[src/common/dtc_pkg.sv]
/*
  Package for the output-code and trigger register bank: offsets, field
  positions, reset values, command codes, states and carrier structs.
  Assumes one clock domain and a synchronous active-high reset.
*/
package dtc_pkg;

  localparam int          DTC_AW            = 8;
  localparam int          DTC_DW            = 16;
  localparam int          DTC_CW            = 10;
  localparam logic [7:0]  DTC_OFF_DATA      = 8'h21;
  localparam logic [7:0]  DTC_OFF_GENCFG    = 8'hd1;
  localparam logic [7:0]  DTC_OFF_CFG2      = 8'hd2;
  localparam logic [7:0]  DTC_OFF_TRIG      = 8'hd3;
  localparam logic [7:0]  DTC_OFF_MHIGH     = 8'h25;
  localparam logic [7:0]  DTC_OFF_MLOW      = 8'h26;

  localparam logic [15:0] DTC_RST_DATA      = 16'h0000;
  localparam logic [15:0] DTC_RST_TRIG      = 16'h0008;
  localparam logic [15:0] DTC_RST_GENCFG    = 16'h0000;
  localparam logic [3:0]  DTC_UNLOCK_CODE   = 4'h5;
  localparam logic [3:0]  DTC_SWRST_IDLE    = 4'h8;
  localparam logic [3:0]  DTC_SWRST_GO      = 4'ha;
  localparam logic [1:0]  DTC_SHAPE_TRI     = 2'h0;
  localparam logic [1:0]  DTC_SHAPE_RISE    = 2'h1;
  localparam logic [1:0]  DTC_SHAPE_FALL    = 2'h2;
  localparam logic [1:0]  DTC_SHAPE_SQR     = 2'h3;

  // Trigger field positions
  localparam int          DTC_T_UNLK_HI     = 15;
  localparam int          DTC_T_UNLK_LO     = 12;
  localparam int          DTC_T_PIN_EN      = 10;
  localparam int          DTC_T_CFG_RST     = 9;
  localparam int          DTC_T_RUN         = 8;
  localparam int          DTC_T_MHIGH       = 7;
  localparam int          DTC_T_MLOW        = 6;
  localparam int          DTC_T_RELOAD      = 5;
  localparam int          DTC_T_PROG        = 4;
  // Configuration and code field positions
  localparam int          DTC_G_LOCK        = 13;
  localparam int          DTC_C2_RSV_HI     = 10;
  localparam int          DTC_C2_RSV_LO     = 6;
  localparam int          DTC_C2_IMP_HI     = 5;
  localparam int          DTC_CODE_HI       = 11;
  localparam int          DTC_CODE_LO       = 2;

  localparam int          DTC_NVM_WORDS     = 4;
  localparam int          DTC_NVM_AW        = 2;
  localparam logic [1:0]  DTC_NVM_LAST      = 2'h3;
  localparam logic [1:0]  DTC_NV_DATA       = 2'h0;
  localparam logic [1:0]  DTC_NV_CFG2       = 2'h1;
  localparam logic [1:0]  DTC_NV_MHIGH      = 2'h2;
  localparam logic [1:0]  DTC_NV_MLOW       = 2'h3;
  localparam logic [15:0] DTC_NV_INIT       = 16'h0000;
  localparam logic [15:0] DTC_STEP_DIV_DEF  = 16'h0010;

  typedef enum logic [1:0] {
    DTC_NV_IDLE   = 2'b00,
    DTC_NV_LOAD   = 2'b01,
    DTC_NV_STORE  = 2'b10
  } dtc_nv_state_t;

  typedef struct packed {
    logic        wr;
    logic        rd;
    logic [7:0]  addr;
    logic [15:0] wdata;
  } dtc_req_t;

  typedef struct packed {
    logic        valid;
    logic [15:0] rdata;
  } dtc_rsp_t;

endpackage

[src/rtl/dtc_nvm_mem.sv]
/*
  Small word memory standing in for the nonvolatile store, with
  registered read data. Assumes the caller sequences one access a cycle.
*/
`timescale 1ns/10ps
module dtc_nvm_mem
  import dtc_pkg::*;
(
  input  wire logic                  clock,
  input  wire logic                  rst,
  input  wire logic                  ce,
  input  wire logic                  we,
  input  wire logic [DTC_NVM_AW-1:0] addr,
  input  wire logic [DTC_DW-1:0]     wdata,
  output logic      [DTC_DW-1:0]     rdata
);

  logic [DTC_DW-1:0] mem_r [DTC_NVM_WORDS];

  always_ff @(posedge clock) begin
    if (rst) begin
      for (int i = 0; i < DTC_NVM_WORDS; i++) begin
        mem_r[i] <= DTC_NV_INIT;
      end
    end else if (ce && we) begin
      mem_r[addr] <= wdata;
    end
  end

  always_ff @(posedge clock) begin
    if (rst) begin
      rdata <= DTC_NV_INIT;
    end else if (ce) begin
      rdata <= mem_r[addr];
    end
  end

endmodule

[src/rtl/dtc_wave_gen.sv]
/*
  Waveform and margin stepper: moves the output code between the limit
  codes. Assumes limits are steady while running and step_div >= 1.
*/
`timescale 1ns/10ps
module dtc_wave_gen
  import dtc_pkg::*;
(
  input  wire logic              clock,
  input  wire logic              rst,
  input  wire logic              ce,
  input  wire logic              run,
  input  wire logic [1:0]        shape,
  input  wire logic              go_high,
  input  wire logic              go_low,
  input  wire logic [DTC_CW-1:0] lim_high,
  input  wire logic [DTC_CW-1:0] lim_low,
  input  wire logic [DTC_CW-1:0] step,
  input  wire logic [15:0]       step_div,
  input  wire logic              load,
  input  wire logic [DTC_CW-1:0] load_code,
  output logic      [DTC_CW-1:0] code_r
);

  logic [15:0] tick_cnt_r;
  logic        dir_up_r;
  logic        tick;

  function automatic logic [DTC_CW-1:0] step_to(input logic [DTC_CW-1:0] cur,
                                                 input logic [DTC_CW-1:0] tgt,
                                                 input logic [DTC_CW-1:0] stp);
    logic [DTC_CW:0] sum;
    sum = {1'b0, cur} + {1'b0, stp};
    if (cur < tgt) begin
      step_to = (sum >= {1'b0, tgt}) ? tgt : sum[DTC_CW-1:0];
    end else begin
      step_to = (cur - tgt <= stp) ? tgt : DTC_CW'(cur - stp);
    end
  endfunction

  assign tick = (tick_cnt_r == 16'h0000);

  always_ff @(posedge clock) begin
    if (rst) begin
      tick_cnt_r <= 16'h0000;
    end else if (ce) begin
      tick_cnt_r <= tick ? DTC_DW'(step_div - 16'h0001) : DTC_DW'(tick_cnt_r - 16'h0001);
    end
  end

  always_ff @(posedge clock) begin
    if (rst) begin
      code_r   <= '0;
      dir_up_r <= 1'b1;
    end else if (ce) begin
      if (load) begin
        code_r <= load_code;
      end else if (tick && go_high) begin
        code_r <= step_to(code_r, lim_high, step);
      end else if (tick && go_low) begin
        code_r <= step_to(code_r, lim_low, step);
      end else if (tick && run) begin
        unique case (shape)
          DTC_SHAPE_TRI: begin
            if (dir_up_r) begin
              code_r <= step_to(code_r, lim_high, step);
              if (code_r == lim_high) dir_up_r <= 1'b0;
            end else begin
              code_r <= step_to(code_r, lim_low, step);
              if (code_r == lim_low) dir_up_r <= 1'b1;
            end
          end
          DTC_SHAPE_RISE: begin
            code_r <= (code_r == lim_high) ? lim_low : step_to(code_r, lim_high, step);
          end
          DTC_SHAPE_FALL: begin
            code_r <= (code_r == lim_low) ? lim_high : step_to(code_r, lim_low, step);
          end
          DTC_SHAPE_SQR: begin
            code_r <= (code_r == lim_high) ? lim_low : lim_high;
          end
        endcase
      end
    end
  end

endmodule

[src/rtl/dtc_regs.sv]
/*
  Register bank of a small voltage-output converter: output code word,
  address/input/calibration word and action strobe word, plus the
  configuration and limit words they act on, a memory sequencer and the
  waveform stepper. Assumes a serial-bus front end hands over one decoded
  register access per cycle on the same clock.
*/
`timescale 1ns/10ps
// Operation
// - The top two bits of the second configuration word are the low target address bits, reset 0.
// - Bits 10 to 6 of that word are reserved read-write bits resetting to zero with no effect.
// - Bits 5 to 0 hold the factory impedance error, 1% a step, lost once a host overwrites them.
// - Writing 0101 to the top four trigger bits unlocks writes; the field reads as zero.
// - A 1 in trigger bit 9 reloads every register with its factory reset value.
// - The raise command steps toward the upper limit and clears itself on reaching it.
// - The lower command steps toward the lower limit and clears itself on reaching it.
// - The program bit stores current settings, holding busy, and clears itself after.
// - The soft restart field reads 1000; writing 1010 reloads output words, defaults the rest.
// - The trigger word resets to 0008h and bit 11 is ignored on write.
// - A write to the output code word replaces the active code at once; it resets to zero.
// - The code is straight binary in bits 11 to 2; the 8-bit variant ignores the two lowest.
// - With the lock bit set no register changes until the unlock code is written.
// - Shape 00 triangle, 01 rising saw, 10 falling saw, 11 square.
module dtc_regs
  import dtc_pkg::*;
#(
  parameter int          CODE_BITS = 10,
  parameter logic [15:0] CFG2_RST  = 16'h0000
)(
  input  wire logic              clock,
  input  wire logic              rst,
  input  wire logic              ce,
  input  wire dtc_req_t          req,
  output dtc_rsp_t               rsp_r,
  output logic      [1:0]        target_addr_lo_r,
  output logic      [2:0]        input_pin_function_select_r,
  output logic                   input_pin_enable_r,
  output logic      [DTC_CW-1:0] active_code_r,
  output logic                   memory_busy_flag_r
);

  logic [15:0]       gencfg_r;
  logic [15:0]       cfg2_r;
  logic [15:0]       trig_r;
  logic [15:0]       data_r;
  logic [15:0]       mhigh_r;
  logic [15:0]       mlow_r;
  logic              locked;
  logic              wr_ok;
  logic              unlock_wr;
  logic              cfg_reset;
  logic              soft_restart_field;
  dtc_nv_state_t     nv_state_r;
  logic [1:0]        nv_idx_r;
  logic              nv_rd_vld_r;
  logic [1:0]        nv_rd_idx_r;
  logic [15:0]       nv_rdata;
  logic [15:0]       nv_wdata;
  logic              nv_we;
  logic [DTC_CW-1:0] gen_code;
  logic [DTC_CW-1:0] step;
  logic [DTC_CW-1:0] code_in;
  logic              code_load;

  function automatic logic [DTC_CW-1:0] code_of(input logic [15:0] w);
    logic [DTC_CW-1:0] c;
    c = w[DTC_CODE_HI:DTC_CODE_LO];
    if (CODE_BITS == 8) c[1:0] = 2'b00;
    code_of = c;
  endfunction

  function automatic logic wr_at(input dtc_req_t r, input logic [7:0] a);
    wr_at = r.wr && (r.addr == a);
  endfunction

  assign locked    = gencfg_r[DTC_G_LOCK];
  assign unlock_wr = wr_at(req, DTC_OFF_TRIG) &&
                     (req.wdata[DTC_T_UNLK_HI:DTC_T_UNLK_LO] == DTC_UNLOCK_CODE);
  assign wr_ok     = req.wr && (!locked || unlock_wr);
  assign cfg_reset = ce && wr_ok && wr_at(req, DTC_OFF_TRIG) && req.wdata[DTC_T_CFG_RST];
  assign soft_restart_field  = ce && wr_ok && wr_at(req, DTC_OFF_TRIG) &&
                     (req.wdata[3:0] == DTC_SWRST_GO);
  assign step      = DTC_CW'(gencfg_r[11:9]) + DTC_CW'(1);

  // Configuration word; unlock code also clears the lock bit
  always_ff @(posedge clock) begin
    if (rst || cfg_reset || soft_restart_field) begin
      gencfg_r <= DTC_RST_GENCFG;
    end else if (ce) begin
      if (wr_ok && wr_at(req, DTC_OFF_GENCFG)) begin
        gencfg_r <= req.wdata;
      end else if (unlock_wr) begin
        gencfg_r[DTC_G_LOCK] <= 1'b0;
      end
    end
  end

  // Second configuration word
  always_ff @(posedge clock) begin
    if (rst || cfg_reset) begin
      cfg2_r <= CFG2_RST;
    end else if (ce) begin
      if (wr_ok && !unlock_wr && wr_at(req, DTC_OFF_CFG2)) begin
        cfg2_r <= req.wdata;
      end else if (nv_rd_vld_r && nv_rd_idx_r == DTC_NV_CFG2) begin
        cfg2_r <= nv_rdata;
      end else if (soft_restart_field) begin
        cfg2_r[15:DTC_C2_RSV_LO] <= CFG2_RST[15:DTC_C2_RSV_LO];
      end
    end
  end

  // Limit words
  always_ff @(posedge clock) begin
    if (rst || cfg_reset) begin
      mhigh_r <= 16'h0000;
      mlow_r  <= 16'h0000;
    end else if (ce) begin
      if (wr_ok && wr_at(req, DTC_OFF_MHIGH)) mhigh_r <= req.wdata;
      if (wr_ok && wr_at(req, DTC_OFF_MLOW)) mlow_r <= req.wdata;
      if (nv_rd_vld_r && nv_rd_idx_r == DTC_NV_MHIGH) mhigh_r <= nv_rdata;
      if (nv_rd_vld_r && nv_rd_idx_r == DTC_NV_MLOW) mlow_r <= nv_rdata;
    end
  end

  // Output code word
  always_ff @(posedge clock) begin
    if (rst || cfg_reset) begin
      data_r <= DTC_RST_DATA;
    end else if (ce) begin
      if (wr_ok && wr_at(req, DTC_OFF_DATA)) begin
        data_r <= req.wdata;
      end else if (nv_rd_vld_r && nv_rd_idx_r == DTC_NV_DATA) begin
        data_r <= nv_rdata;
      end
    end
  end

  // Trigger word: strobes, self-clearing commands
  always_ff @(posedge clock) begin
    if (rst || cfg_reset) begin
      trig_r <= DTC_RST_TRIG;
    end else if (ce) begin
      if (wr_ok && wr_at(req, DTC_OFF_TRIG)) begin
        trig_r                   <= DTC_RST_TRIG;
        trig_r[DTC_T_PIN_EN]     <= req.wdata[DTC_T_PIN_EN];
        trig_r[DTC_T_RUN]        <= req.wdata[DTC_T_RUN];
        trig_r[DTC_T_MHIGH]      <= req.wdata[DTC_T_MHIGH];
        trig_r[DTC_T_MLOW]       <= req.wdata[DTC_T_MLOW];
        trig_r[DTC_T_RELOAD]     <= req.wdata[DTC_T_RELOAD] | trig_r[DTC_T_RELOAD];
        trig_r[DTC_T_PROG]       <= req.wdata[DTC_T_PROG] | trig_r[DTC_T_PROG];
        if (soft_restart_field) trig_r     <= DTC_RST_TRIG;
      end else begin
        if (gen_code == code_of(mhigh_r)) trig_r[DTC_T_MHIGH] <= 1'b0;
        if (gen_code == code_of(mlow_r)) trig_r[DTC_T_MLOW] <= 1'b0;
        // Clear with the last fetch so the idle state does not restart the load
        if (nv_state_r == DTC_NV_LOAD && nv_idx_r == DTC_NVM_LAST) begin
          trig_r[DTC_T_RELOAD] <= 1'b0;
        end
        if (nv_state_r == DTC_NV_STORE && nv_idx_r == DTC_NVM_LAST) begin
          trig_r[DTC_T_PROG] <= 1'b0;
        end
      end
    end
  end

  // Memory sequencer: load walks all words, store writes all words
  always_ff @(posedge clock) begin
    if (rst || cfg_reset) begin
      nv_state_r  <= DTC_NV_IDLE;
      nv_idx_r    <= 2'h0;
      nv_rd_vld_r <= 1'b0;
      nv_rd_idx_r <= 2'h0;
    end else if (ce) begin
      nv_rd_vld_r <= (nv_state_r == DTC_NV_LOAD);
      nv_rd_idx_r <= nv_idx_r;
      unique case (nv_state_r)
        DTC_NV_IDLE: begin
          nv_idx_r <= 2'h0;
          if (soft_restart_field || trig_r[DTC_T_RELOAD]) begin
            nv_state_r <= DTC_NV_LOAD;
          end else if (trig_r[DTC_T_PROG]) begin
            nv_state_r <= DTC_NV_STORE;
          end
        end
        DTC_NV_LOAD, DTC_NV_STORE: begin
          nv_idx_r <= nv_idx_r + 2'h1;
          if (nv_idx_r == DTC_NVM_LAST) nv_state_r <= DTC_NV_IDLE;
        end
        default: nv_state_r <= DTC_NV_IDLE;
      endcase
    end
  end

  always_comb begin
    unique case (nv_idx_r)
      DTC_NV_DATA:  nv_wdata = data_r;
      DTC_NV_CFG2:  nv_wdata = cfg2_r;
      DTC_NV_MHIGH: nv_wdata = mhigh_r;
      default:      nv_wdata = mlow_r;
    endcase
  end

  assign nv_we     = (nv_state_r == DTC_NV_STORE);
  assign code_load = (wr_ok && wr_at(req, DTC_OFF_DATA)) ||
                     (nv_rd_vld_r && nv_rd_idx_r == DTC_NV_DATA);
  assign code_in   = (wr_ok && wr_at(req, DTC_OFF_DATA)) ? code_of(req.wdata) :
                     code_of(nv_rdata);

  dtc_nvm_mem u_nvm (
    .clock (clock),
    .rst   (rst),
    .ce    (ce),
    .we    (nv_we),
    .addr  (nv_idx_r),
    .wdata (nv_wdata),
    .rdata (nv_rdata)
  );

  dtc_wave_gen u_wave (
    .clock     (clock),
    .rst       (rst || cfg_reset),
    .ce        (ce),
    .run       (trig_r[DTC_T_RUN]),
    .shape     (gencfg_r[15:14]),
    .go_high   (trig_r[DTC_T_MHIGH]),
    .go_low    (trig_r[DTC_T_MLOW]),
    .lim_high  (code_of(mhigh_r)),
    .lim_low   (code_of(mlow_r)),
    .step      (step),
    .step_div  (DTC_STEP_DIV_DEF),
    .load      (code_load),
    .load_code (code_in),
    .code_r    (gen_code)
  );

  // Read port and pin outputs
  always_ff @(posedge clock) begin
    if (rst) begin
      rsp_r                       <= '0;
      target_addr_lo_r            <= 2'b00;
      input_pin_function_select_r <= 3'b000;
      input_pin_enable_r          <= 1'b0;
      active_code_r               <= '0;
      memory_busy_flag_r          <= 1'b0;
    end else if (ce) begin
      rsp_r.valid <= req.rd;
      unique case (req.addr)
        DTC_OFF_DATA:   rsp_r.rdata <= {4'h0, data_r[11:0] & 12'hffc};
        DTC_OFF_GENCFG: rsp_r.rdata <= gencfg_r;
        DTC_OFF_CFG2:   rsp_r.rdata <= cfg2_r;
        DTC_OFF_TRIG:   rsp_r.rdata <= {4'h0, 1'b0, trig_r[10:4], DTC_SWRST_IDLE};
        DTC_OFF_MHIGH:  rsp_r.rdata <= mhigh_r;
        DTC_OFF_MLOW:   rsp_r.rdata <= mlow_r;
        default:        rsp_r.rdata <= 16'h0000;
      endcase
      target_addr_lo_r            <= cfg2_r[15:14];
      input_pin_function_select_r <= cfg2_r[13:11];
      input_pin_enable_r          <= trig_r[DTC_T_PIN_EN];
      active_code_r               <= gen_code;
      memory_busy_flag_r          <= (nv_state_r != DTC_NV_IDLE) || nv_rd_vld_r;
    end
  end

  property p_lock_holds;
    @(posedge clock) disable iff (rst)
      ce && locked && req.wr && !unlock_wr && req.addr == DTC_OFF_DATA
      |=> $stable(data_r);
  endproperty
  a_lock_holds: assert property (p_lock_holds) else $error("locked write changed data");

  property p_unlock;
    @(posedge clock) disable iff (rst) ce && unlock_wr |=> !locked;
  endproperty
  a_unlock: assert property (p_unlock) else $error("unlock failed");

  property p_trig_read;
    @(posedge clock) disable iff (rst)
      ce && req.rd && req.addr == DTC_OFF_TRIG
      |=> rsp_r.rdata[15:11] == 5'h00 && rsp_r.rdata[3:0] == DTC_SWRST_IDLE;
  endproperty
  a_trig_read: assert property (p_trig_read) else $error("trigger readback wrong");

  property p_cfg_reset;
    @(posedge clock) disable iff (rst) ce && cfg_reset |=> data_r == DTC_RST_DATA;
  endproperty
  a_cfg_reset: assert property (p_cfg_reset) else $error("config reset missed");

  property p_data_load;
    @(posedge clock) disable iff (rst)
      ce && wr_ok && req.addr == DTC_OFF_DATA ##1 ce
      |=> active_code_r == $past(code_of(req.wdata), 2);
  endproperty
  a_data_load: assert property (p_data_load) else $error("code not applied");

  property p_prog_busy;
    @(posedge clock) disable iff (rst)
      ce && nv_state_r == DTC_NV_STORE |=> memory_busy_flag_r;
  endproperty
  a_prog_busy: assert property (p_prog_busy) else $error("busy flag low");

  property p_prog_done;
    @(posedge clock) disable iff (rst)
      $rose(trig_r[DTC_T_PROG]) |-> ##[1:12] !trig_r[DTC_T_PROG];
  endproperty
  a_prog_done: assert property (p_prog_done) else $error("program bit stuck");

  property p_reload_done;
    @(posedge clock) disable iff (rst)
      $rose(trig_r[DTC_T_RELOAD]) |-> ##[1:12] !trig_r[DTC_T_RELOAD];
  endproperty
  a_reload_done: assert property (p_reload_done) else $error("reload bit stuck");

  property p_mhigh_clear;
    @(posedge clock) disable iff (rst)
      ce && trig_r[DTC_T_MHIGH] && gen_code == code_of(mhigh_r) && !req.wr
      |=> !trig_r[DTC_T_MHIGH];
  endproperty
  a_mhigh_clear: assert property (p_mhigh_clear) else $error("raise bit not cleared");

  property p_mlow_clear;
    @(posedge clock) disable iff (rst)
      ce && trig_r[DTC_T_MLOW] && gen_code == code_of(mlow_r) && !req.wr
      |=> !trig_r[DTC_T_MLOW];
  endproperty
  a_mlow_clear: assert property (p_mlow_clear) else $error("lower bit not cleared");

  c_unlock: cover property (@(posedge clock) disable iff (rst) locked ##1 unlock_wr);
  c_prog:   cover property (@(posedge clock) disable iff (rst) $fell(trig_r[DTC_T_PROG]));
  c_run:    cover property (@(posedge clock) disable iff (rst) trig_r[DTC_T_RUN] ##5 ce);

endmodule

[config.mk]
export PLATFORM = sky130hd
export DESIGN_NAME = dtc_regs
export DESIGN_NICKNAME = d
export VERILOG_FILES = /design/src/common/dtc_pkg.sv /design/src/rtl/dtc_nvm_mem.sv /design/src/rtl/dtc_wave_gen.sv /design/src/rtl/dtc_regs.sv
export SDC_FILE = /design/constraint.sdc
export NUM_CORES = 1
export LEC_CHECK = 0
export BUFFER_PORTS_ARGS = -buffer_cell sky130_fd_sc_hd__buf_2
export CORE_AREA = 2 2 161 163
export DETAILED_ROUTE_END_ITERATION = 7
export DIE_AREA = 0 0 163 165
export PLACE_DENSITY = 0.72
export RECOVER_POWER = 100
export SLEW_MARGIN = 30
export SYNTH_ARGS = -nofsm -noshare
export SYNTH_HDL_FRONTEND = slang
export SYNTH_SLANG_ARGS = --single-unit
[constraint.sdc]
create_clock -name clock -period 7.4 [get_ports clock]
set_input_delay 0.37 -clock clock [delete_from_list [all_inputs] [get_ports clock]]
set_output_delay 0.37 -clock clock [all_outputs]
set_load 0.05 [all_outputs]
After elaboration in Yosys (flattened, before gate mapping)
Memory sizes are Yosys's and may differ from the RTL's. A register that Yosys moved wholly into a read port is not among the register bits.
Cells that the tools add are included.
{"block": "word_totals", "regBits": 159, "latchBits": 0, "ram_bits": 64, "rom_bits": 0, "in_bits": 29, "memories": 1}
{"block": "classes", "n_addsub": 7, "n_mul": 0, "div_mod_pow": 0, "n_lt_le_gt_ge": 6, "n_eq_ne": 23, "n_shift": 0, "mux": 53, "n_bitwise": 5, "n_reduce_logical": 73}
{"name": "u_nvm.mem_r", "words": 4, "word_bits": 16, "rd": 1, "rd_clocked_by_memory_dff": 1, "write_ports": 4, "line": "dtc_nvm_mem.sv:18", "source": "logic [DTC_DW-1:0] mem_r [DTC_NVM_WORDS];"}
{"op": "$mux 10", "count": 17}
{"op": "$mux 16", "count": 9}
{"op": "$pmux 16 s6", "count": 1}
{"op": "$pmux 16 s3", "count": 1}
{"op": "$pmux 10 s4", "count": 1}
{"op": "$logic_and 1x1->1", "count": 29}
{"op": "$reduce_and 2->1", "count": 14}
{"op": "$eq 8x6->1 const B", "count": 3}
{"op": "$eq 8x8->1 const B", "count": 3}
{"op": "$ge 11x10->1", "count": 2}
{"op": "$reduce_bool 2->1", "count": 11}
{"op": "$eq 10x10->1", "count": 2}
{"op": "$le 10x4->1", "count": 2}
{"op": "$lt 10x10->1", "count": 2}
{"op": "$sub 10x10->10", "count": 2}
{"op": "$logic_not 16->1", "count": 1}
{"op": "$reduce_or 16->1", "count": 1}
{"op": "$sub 16x1->16 const B", "count": 1}
{"op": "$mux 1", "count": 15}
{"op": "$eq 2x2->1 const B", "count": 7}
{"op": "$add 10x4->11", "count": 1}
{"op": "$mux 11", "count": 1}
{"op": "$sub 10x4->10", "count": 1}
{"op": "$eq 2x1->1 const B", "count": 4}
{"op": "20 further kinds", "count": 36}

Logic depth before layout (Yosys ltp)
{"block": "logic_depth", "ltp_word": 11, "mapped_depth": 20}

Hierarchy
A second synthesis with hierarchy kept.
{"block": "unflattened", "cells_unflattened": 1816, "hier_area_um2": 15812.7}
{"mod": "dtc_regs", "n_inst": 1, "cells_per_inst": 781, "area_each_um2": 6618.8, "seq_area_each_um2": 2542.4}
{"mod": "dtc_wave_gen", "n_inst": 1, "cells_per_inst": 778, "area_each_um2": 5582.9, "seq_area_each_um2": 540.5}
{"mod": "dtc_nvm_mem", "n_inst": 1, "cells_per_inst": 257, "area_each_um2": 3611.0, "seq_area_each_um2": 2242.2}

Least setup slack after synthesis
Ideal clock, no wire load.
{"block": "synth_timing", "path_type": "register to register", "startpoint": "reg gencfg_r[9]", "endpoint": "reg u_wave.code_r[6]", "arrival_ns": 4.100, "required_ns": 7.342, "path_slack_ns": 3.242, "stages_incl_launch_ff": 19, "path_buffers": 1, "path_cell_list": "dfxtp_1 ha_1 xor2_1 ha_1 a21oi_1 o21bai_1 nand3_1 xnor2_1 ha_1 and3_1 a2111oi_0 a21oi_1 or3_1 clkbuf_1 o21ai_1 o221ai_1 nor2b_1 a31oi_1 o21a_1"}
{"block": "synth_via", "elab_chain_len": 11, "word_cells_on_any_way": 21, "classes_between": "add/sub (3); order compare (4); mux (14)"}
{"element": "start, declared", "line": "dtc_regs.sv:42", "source": "logic [15:0] gencfg_r;"}
{"element": "start signal, assigned", "line": "dtc_regs.sv:91", "source": "gencfg_r <= req.wdata;"}
{"element": "$add 3x1->4 (*)", "line": "dtc_regs.sv:83", "source": "assign step = DTC_CW'(gencfg_r[11:9]) + DTC_CW'(1);"}
{"element": "$add 10x4->11", "line": "dtc_wave_gen.sv:33", "source": "sum = {1'b0, cur} + {1'b0, stp};"}
{"element": "$ge 11x10->1", "line": "dtc_wave_gen.sv:35", "source": "step_to = (sum >= {1'b0, tgt}) ? tgt : sum[DTC_CW-1:0];"}
{"element": "$mux 10", "line": "dtc_wave_gen.sv:35"}
{"element": "$mux 10", "line": "dtc_wave_gen.sv:34", "source": "if (cur < tgt) begin"}
{"element": "$mux 10 (on tied branches)", "line": "dtc_wave_gen.sv:77, dtc_wave_gen.sv:65, dtc_wave_gen.sv:74"}
{"element": "$pmux 10 s4", "line": "dtc_wave_gen.sv:63", "source": "unique case (shape)"}
{"element": "$mux 10", "line": "dtc_wave_gen.sv:62", "source": "end else if (tick && run) begin"}
{"element": "$mux 10", "line": "dtc_wave_gen.sv:60", "source": "end else if (tick && go_low) begin"}
{"element": "$mux 10 (*)", "line": "dtc_wave_gen.sv:58", "source": "end else if (tick && go_high) begin"}
{"element": "$mux 10 (*)", "line": "dtc_wave_gen.sv:56", "source": "if (load) begin"}
{"element": "end signal, assigned", "line": "dtc_wave_gen.sv:57", "source": "code_r <= load_code;"}
{"element": "end signal, assigned", "line": "dtc_wave_gen.sv:59", "source": "code_r <= step_to(code_r, lim_high, step);"}
{"element": "end signal, assigned", "line": "dtc_wave_gen.sv:61", "source": "code_r <= step_to(code_r, lim_low, step);"}
{"element": "end, declared", "line": "dtc_wave_gen.sv:22", "source": "output logic [DTC_CW-1:0] code_r"}
Every way passes the cells marked *; elsewhere a longest branch is shown, timed or not. The select of a mux whose other input is x is not followed.
A chain may end at the register's enable or synchronous reset.

Final worst setup path
{"block": "layout_timing", "startpoint": "in rst", "endpoint": "reg u_wave.code_r[3]"}
{"block": "layout_via", "elab_chain_len": 1}
{"element": "start, declared", "line": "dtc_regs.sv:31", "source": "input wire logic rst,"}
{"element": "$logic_or 1x1->1", "line": "dtc_regs.sv:222", "source": ".rst (rst || cfg_reset),"}
{"element": "end signal, assigned", "line": "dtc_wave_gen.sv:74", "source": "code_r <= (code_r == lim_high) ? lim_low : step_to(code_r, lim_high, step);"}
{"element": "end signal, assigned", "line": "dtc_wave_gen.sv:77", "source": "code_r <= (code_r == lim_low) ? lim_high : step_to(code_r, lim_low, step);"}
{"element": "end signal, assigned", "line": "dtc_wave_gen.sv:80", "source": "code_r <= (code_r == lim_high) ? lim_low : lim_high;"}
No other way between the ends.

==> impl_metrics.env <==
export IMPL_cts_tree="done"
export IMPL_yosys_area_share_simple=0.192
export IMPL_syn_to_final_growth_pct=10.2
export IMPL_drcViolationCount=0
export IMPL_path_class="in2reg"
export IMPL_syn_nets=1653
export IMPL_total_power_mw=3.01
export IMPL_period_share=0.761
export IMPL_grt_pass1_wl_um=66500
export IMPL_critical_path_arrival_ps=6070
export IMPL_die_w_um=163
export IMPL_clk_path_buf_depth=3
export IMPL_clk_latency_ps=540
export IMPL_rsz0062_at_grt="false"
export IMPL_grt_pass1_vias=11600
export IMPL_setup_viol=0
export IMPL_end_kind="register"
export IMPL_synthArstFlopShare=0
export IMPL_clkSlewWorstSetupHoldPaths_ps=70
export IMPL_power_switching_mw=0.737
export IMPL_cts_hold_buf=0
export IMPL_dieArea_um2=26900
export IMPL_muxShareOfSynthArea=0.0903
export IMPL_synth_adder_area_share=0.0675
export IMPL_antenna_found_initial=0
export IMPL_clockRootBuffer="clkbuf_16"
export IMPL_setup_worst_path_start_class="input pin"
export IMPL_cts_resized=0
export IMPL_htree_levels=1
export IMPL_critPathMaxFanout=57
export IMPL_ant_nets=0
export IMPL_initial_core_util=0.543
export IMPL_avgSynthCellArea_um2=8.76
export IMPL_viasPerCell=6.40
export IMPL_violations="max-capacitance violations, max-slew violations"
export IMPL_fill_cells=2226
export IMPL_tightest_slew_ps=3070
export IMPL_grt_total_usage=0.322
export IMPL_ir_drop_mv=0.192
export IMPL_finalHoldViolCount=0
export IMPL_fin_worst_skew_ps=12.6
export IMPL_synth_cell_types=87
export IMPL_gr_total_overflow=0
export IMPL_syn_area_um2=13600
export IMPL_leakagePower_nw=5.84
export IMPL_dp_hpwl_um=30300
export IMPL_synth_edf_count=64
export IMPL_p_sw_frac=0.245
export IMPL_combPwrFrac=0.094
export IMPL_multi_input_area_um2=7670
export IMPL_wl_per_cell_um=22.8
export IMPL_rows=58
export IMPL_fp_coreArea_um2=25000
export IMPL_synthFlopType="dfxtp_1"
export IMPL_num_vias=12300
export IMPL_power_density_nw_per_um2=201
export IMPL_cts_made_buffers=26
export IMPL_power_internal_mw=2.27
export IMPL_cp_required_ps=7830
export IMPL_synth_compound_area_frac=0.193
export IMPL_synth_top_family_by_area="compound AO/OA/AOI/OAI gates"
export IMPL_die_y_um=165
export IMPL_portBuffers=62
export IMPL_clkPwrFrac=0.443
export IMPL_layout_drive_gt1_share=0.0810
export IMPL_ys_warn_count=0
export IMPL_nets=1672
export IMPL_drt_iter0_markers=1260
export IMPL_synthXorXnorAreaFrac=0.0212
export IMPL_slew_viol_final=110
export IMPL_synth_area_leaders="dfxtp_1 25%, edfxtp_1 14%, ha_1 6.2%"
export IMPL_ys_ff_latch=234
export IMPL_grt_max_degree=58
export IMPL_drv_cap=2
export IMPL_post_cts_buffers=0
export IMPL_fin_tns_setup_ps=0
export IMPL_io_pins=63
export IMPL_slew_headroom=-1.04
export IMPL_yosys_area_top_type="dfxtp_1"
export IMPL_gp_congestion=0.956
export IMPL_seq_power_share=0.463
export IMPL_worstHoldPathType="in2reg"
export IMPL_fmax_mhz=178
export IMPL_period_needed_ps=5630
export IMPL_synth_top_cell_area_share=0.250
export IMPL_status="complete, but fails checks"
export IMPL_diodes=0
export IMPL_drt_pass1_iterations=6
export IMPL_seq_area_frac_synth=0.391
export IMPL_netlist_instances=1553
export IMPL_regArea_um2=5330
export IMPL_cts_sinks=234
export IMPL_drt_total_wl_um=43800
## power by group through the flow
stage | combinational [mW] | clock [mW] | sequential, mW
global route | 0.309 | 1.39 | 1.40
global placement | 0.284 | 0 | 1.42
detailed placement | 0.288 | 0 | 1.42
CTS | 0.290 | 1.34 | 1.39
floorplan | 0.208 | 0 | 1.42
finish | 0.282 | 1.33 | 1.39
## metrics by stage
| step | hold slack, ps | setup slack (ps) | cell area (µm²) | util | instances |
|---|---|---|---|---|---|
| after floorplan | 434 | 3240 | 13600 | - | 1553 |
| after global placement | 439 | 2440 | 14100 | 0.565 | 1872 |
| after detailed placement | 447 | 2400 | 14100 | 0.565 | 1872 |
| after CTS | 79.2 | 2380 | 15000 | 0.600 | 1920 |
| after global routing | 89.2 | 1370 | 15000 | 0.599 | 1922 |
| final | 85.5 | 1770 | 15000 | 0.599 | 1922 |
## per-layer routing
metal | vias up | GRT usage | wire length, µm
met5 | - | 0 | 0
met3 | 150 | 0.0419 | 3550
met2 | 630 | 0.538 | 20400
li1 | 5703 | - | -
met1 | 5826 | 0.402 | 17000
met4 | 0 | 0.189 | 2850
## flip-flops by register name (all words and copies together) (netlist names), 3 cells and up
register	flops
active_code_r	10
u_nvm.rdata	16
mhigh_r	16
data_r	16
gencfg_r	16
u_nvm.mem_r	64
input_pin_function_select_r	3
rsp_r	17
u_wave.code_r	10
mlow_r	16
trig_r	6
cfg2_r	16
u_wave.tick_cnt_r	16
## cells in the mapped netlist, types with 10 or more instances
| master | number |
|---|---|
| nor2b_1 | 22 |
| edfxtp_1 | 64 |
| mux4_2 | 16 |
| nand2b_1 | 17 |
| clkbuf_1 | 79 |
| a211oi_1 | 47 |
| o21ai_0 | 53 |
| nor2_1 | 220 |
| nand3_1 | 52 |
| a222oi_1 | 25 |
| o21a_1 | 12 |
| xor2_1 | 11 |
| a22oi_1 | 13 |
| a21oi_1 | 106 |
| nand2_1 | 176 |
| xnor2_1 | 22 |
| dfxtp_1 | 170 |
| and3_1 | 10 |
| inv_1 | 66 |
| o211ai_1 | 15 |
| mux2i_1 | 80 |
| ha_1 | 67 |
| nor3_1 | 21 |
## critical path, stage by stage
cell      delay, ps
buf_2            70
clkbuf_1       2150
a21o_1          830
clkbuf_1       1820
a21oi_1         380
o21a_1          260
o211a_1         110
## final timing paths
path                                 start                             to  slack [ps]  depth (start not counted)
hold reg to reg   gencfg_r[4]$_SDFFE_PP0P_       gencfg_r[4]$_SDFFE_PP0P_         460                          2
setup reg to reg  gencfg_r[9]$_SDFFE_PP0P_  u_wave.code_r[8]$_SDFFE_PP0P_        2140                         16
hold / removal                     req[24]         rsp_r[16]$_SDFFE_PP0P_          90                          3
setup / recovery                       rst  u_wave.code_r[3]$_SDFFE_PP0P_        1770                          7
## cell families (layout without fill, tap and decap cells)
kind of cell	count (synthesis)	after routing
xor gates and xnor gates	33	33
buffers and inverters	159	198
DFF	234	234
AOI/OAI and AO/OA	378	378
muxes	102	102
adders and majority gates	71	71
and+or+nand+nor	576	576
## final cells by class
| class | count | share of cell area |
|---|---|---|
| Inverter | 66 | 0.0165 |
| Multi-Input combinational cell | 1160 | 0.512 |
| Timing Repair Buffer | 84 | 0.0295 |
| Tap cell | 330 | 0.0275 |
| Sequential cell | 234 | 0.355 |
| Clock inverter | 13 | 0.0103 |
| Clock buffer | 35 | 0.0491 |
## cell usage in the layout (no fill, tap or decap), types with 22 or more instances in the layout
cell / n
ha_1: 67
nand2_1: 176
nor3_1: 22
buf_2: 26
edfxtp_1: 64
xnor2_1: 22
mux2i_1: 80
dfxtp_1: 170
nand3_1: 52
a21oi_1: 106
o21ai_0: 55
clkbuf_16: 27
clkbuf_1: 45
a211oi_1: 47
inv_1: 66
a222oi_1: 25
nor2_1: 219
No activity file was read; power rests on OpenSTA's default activity.
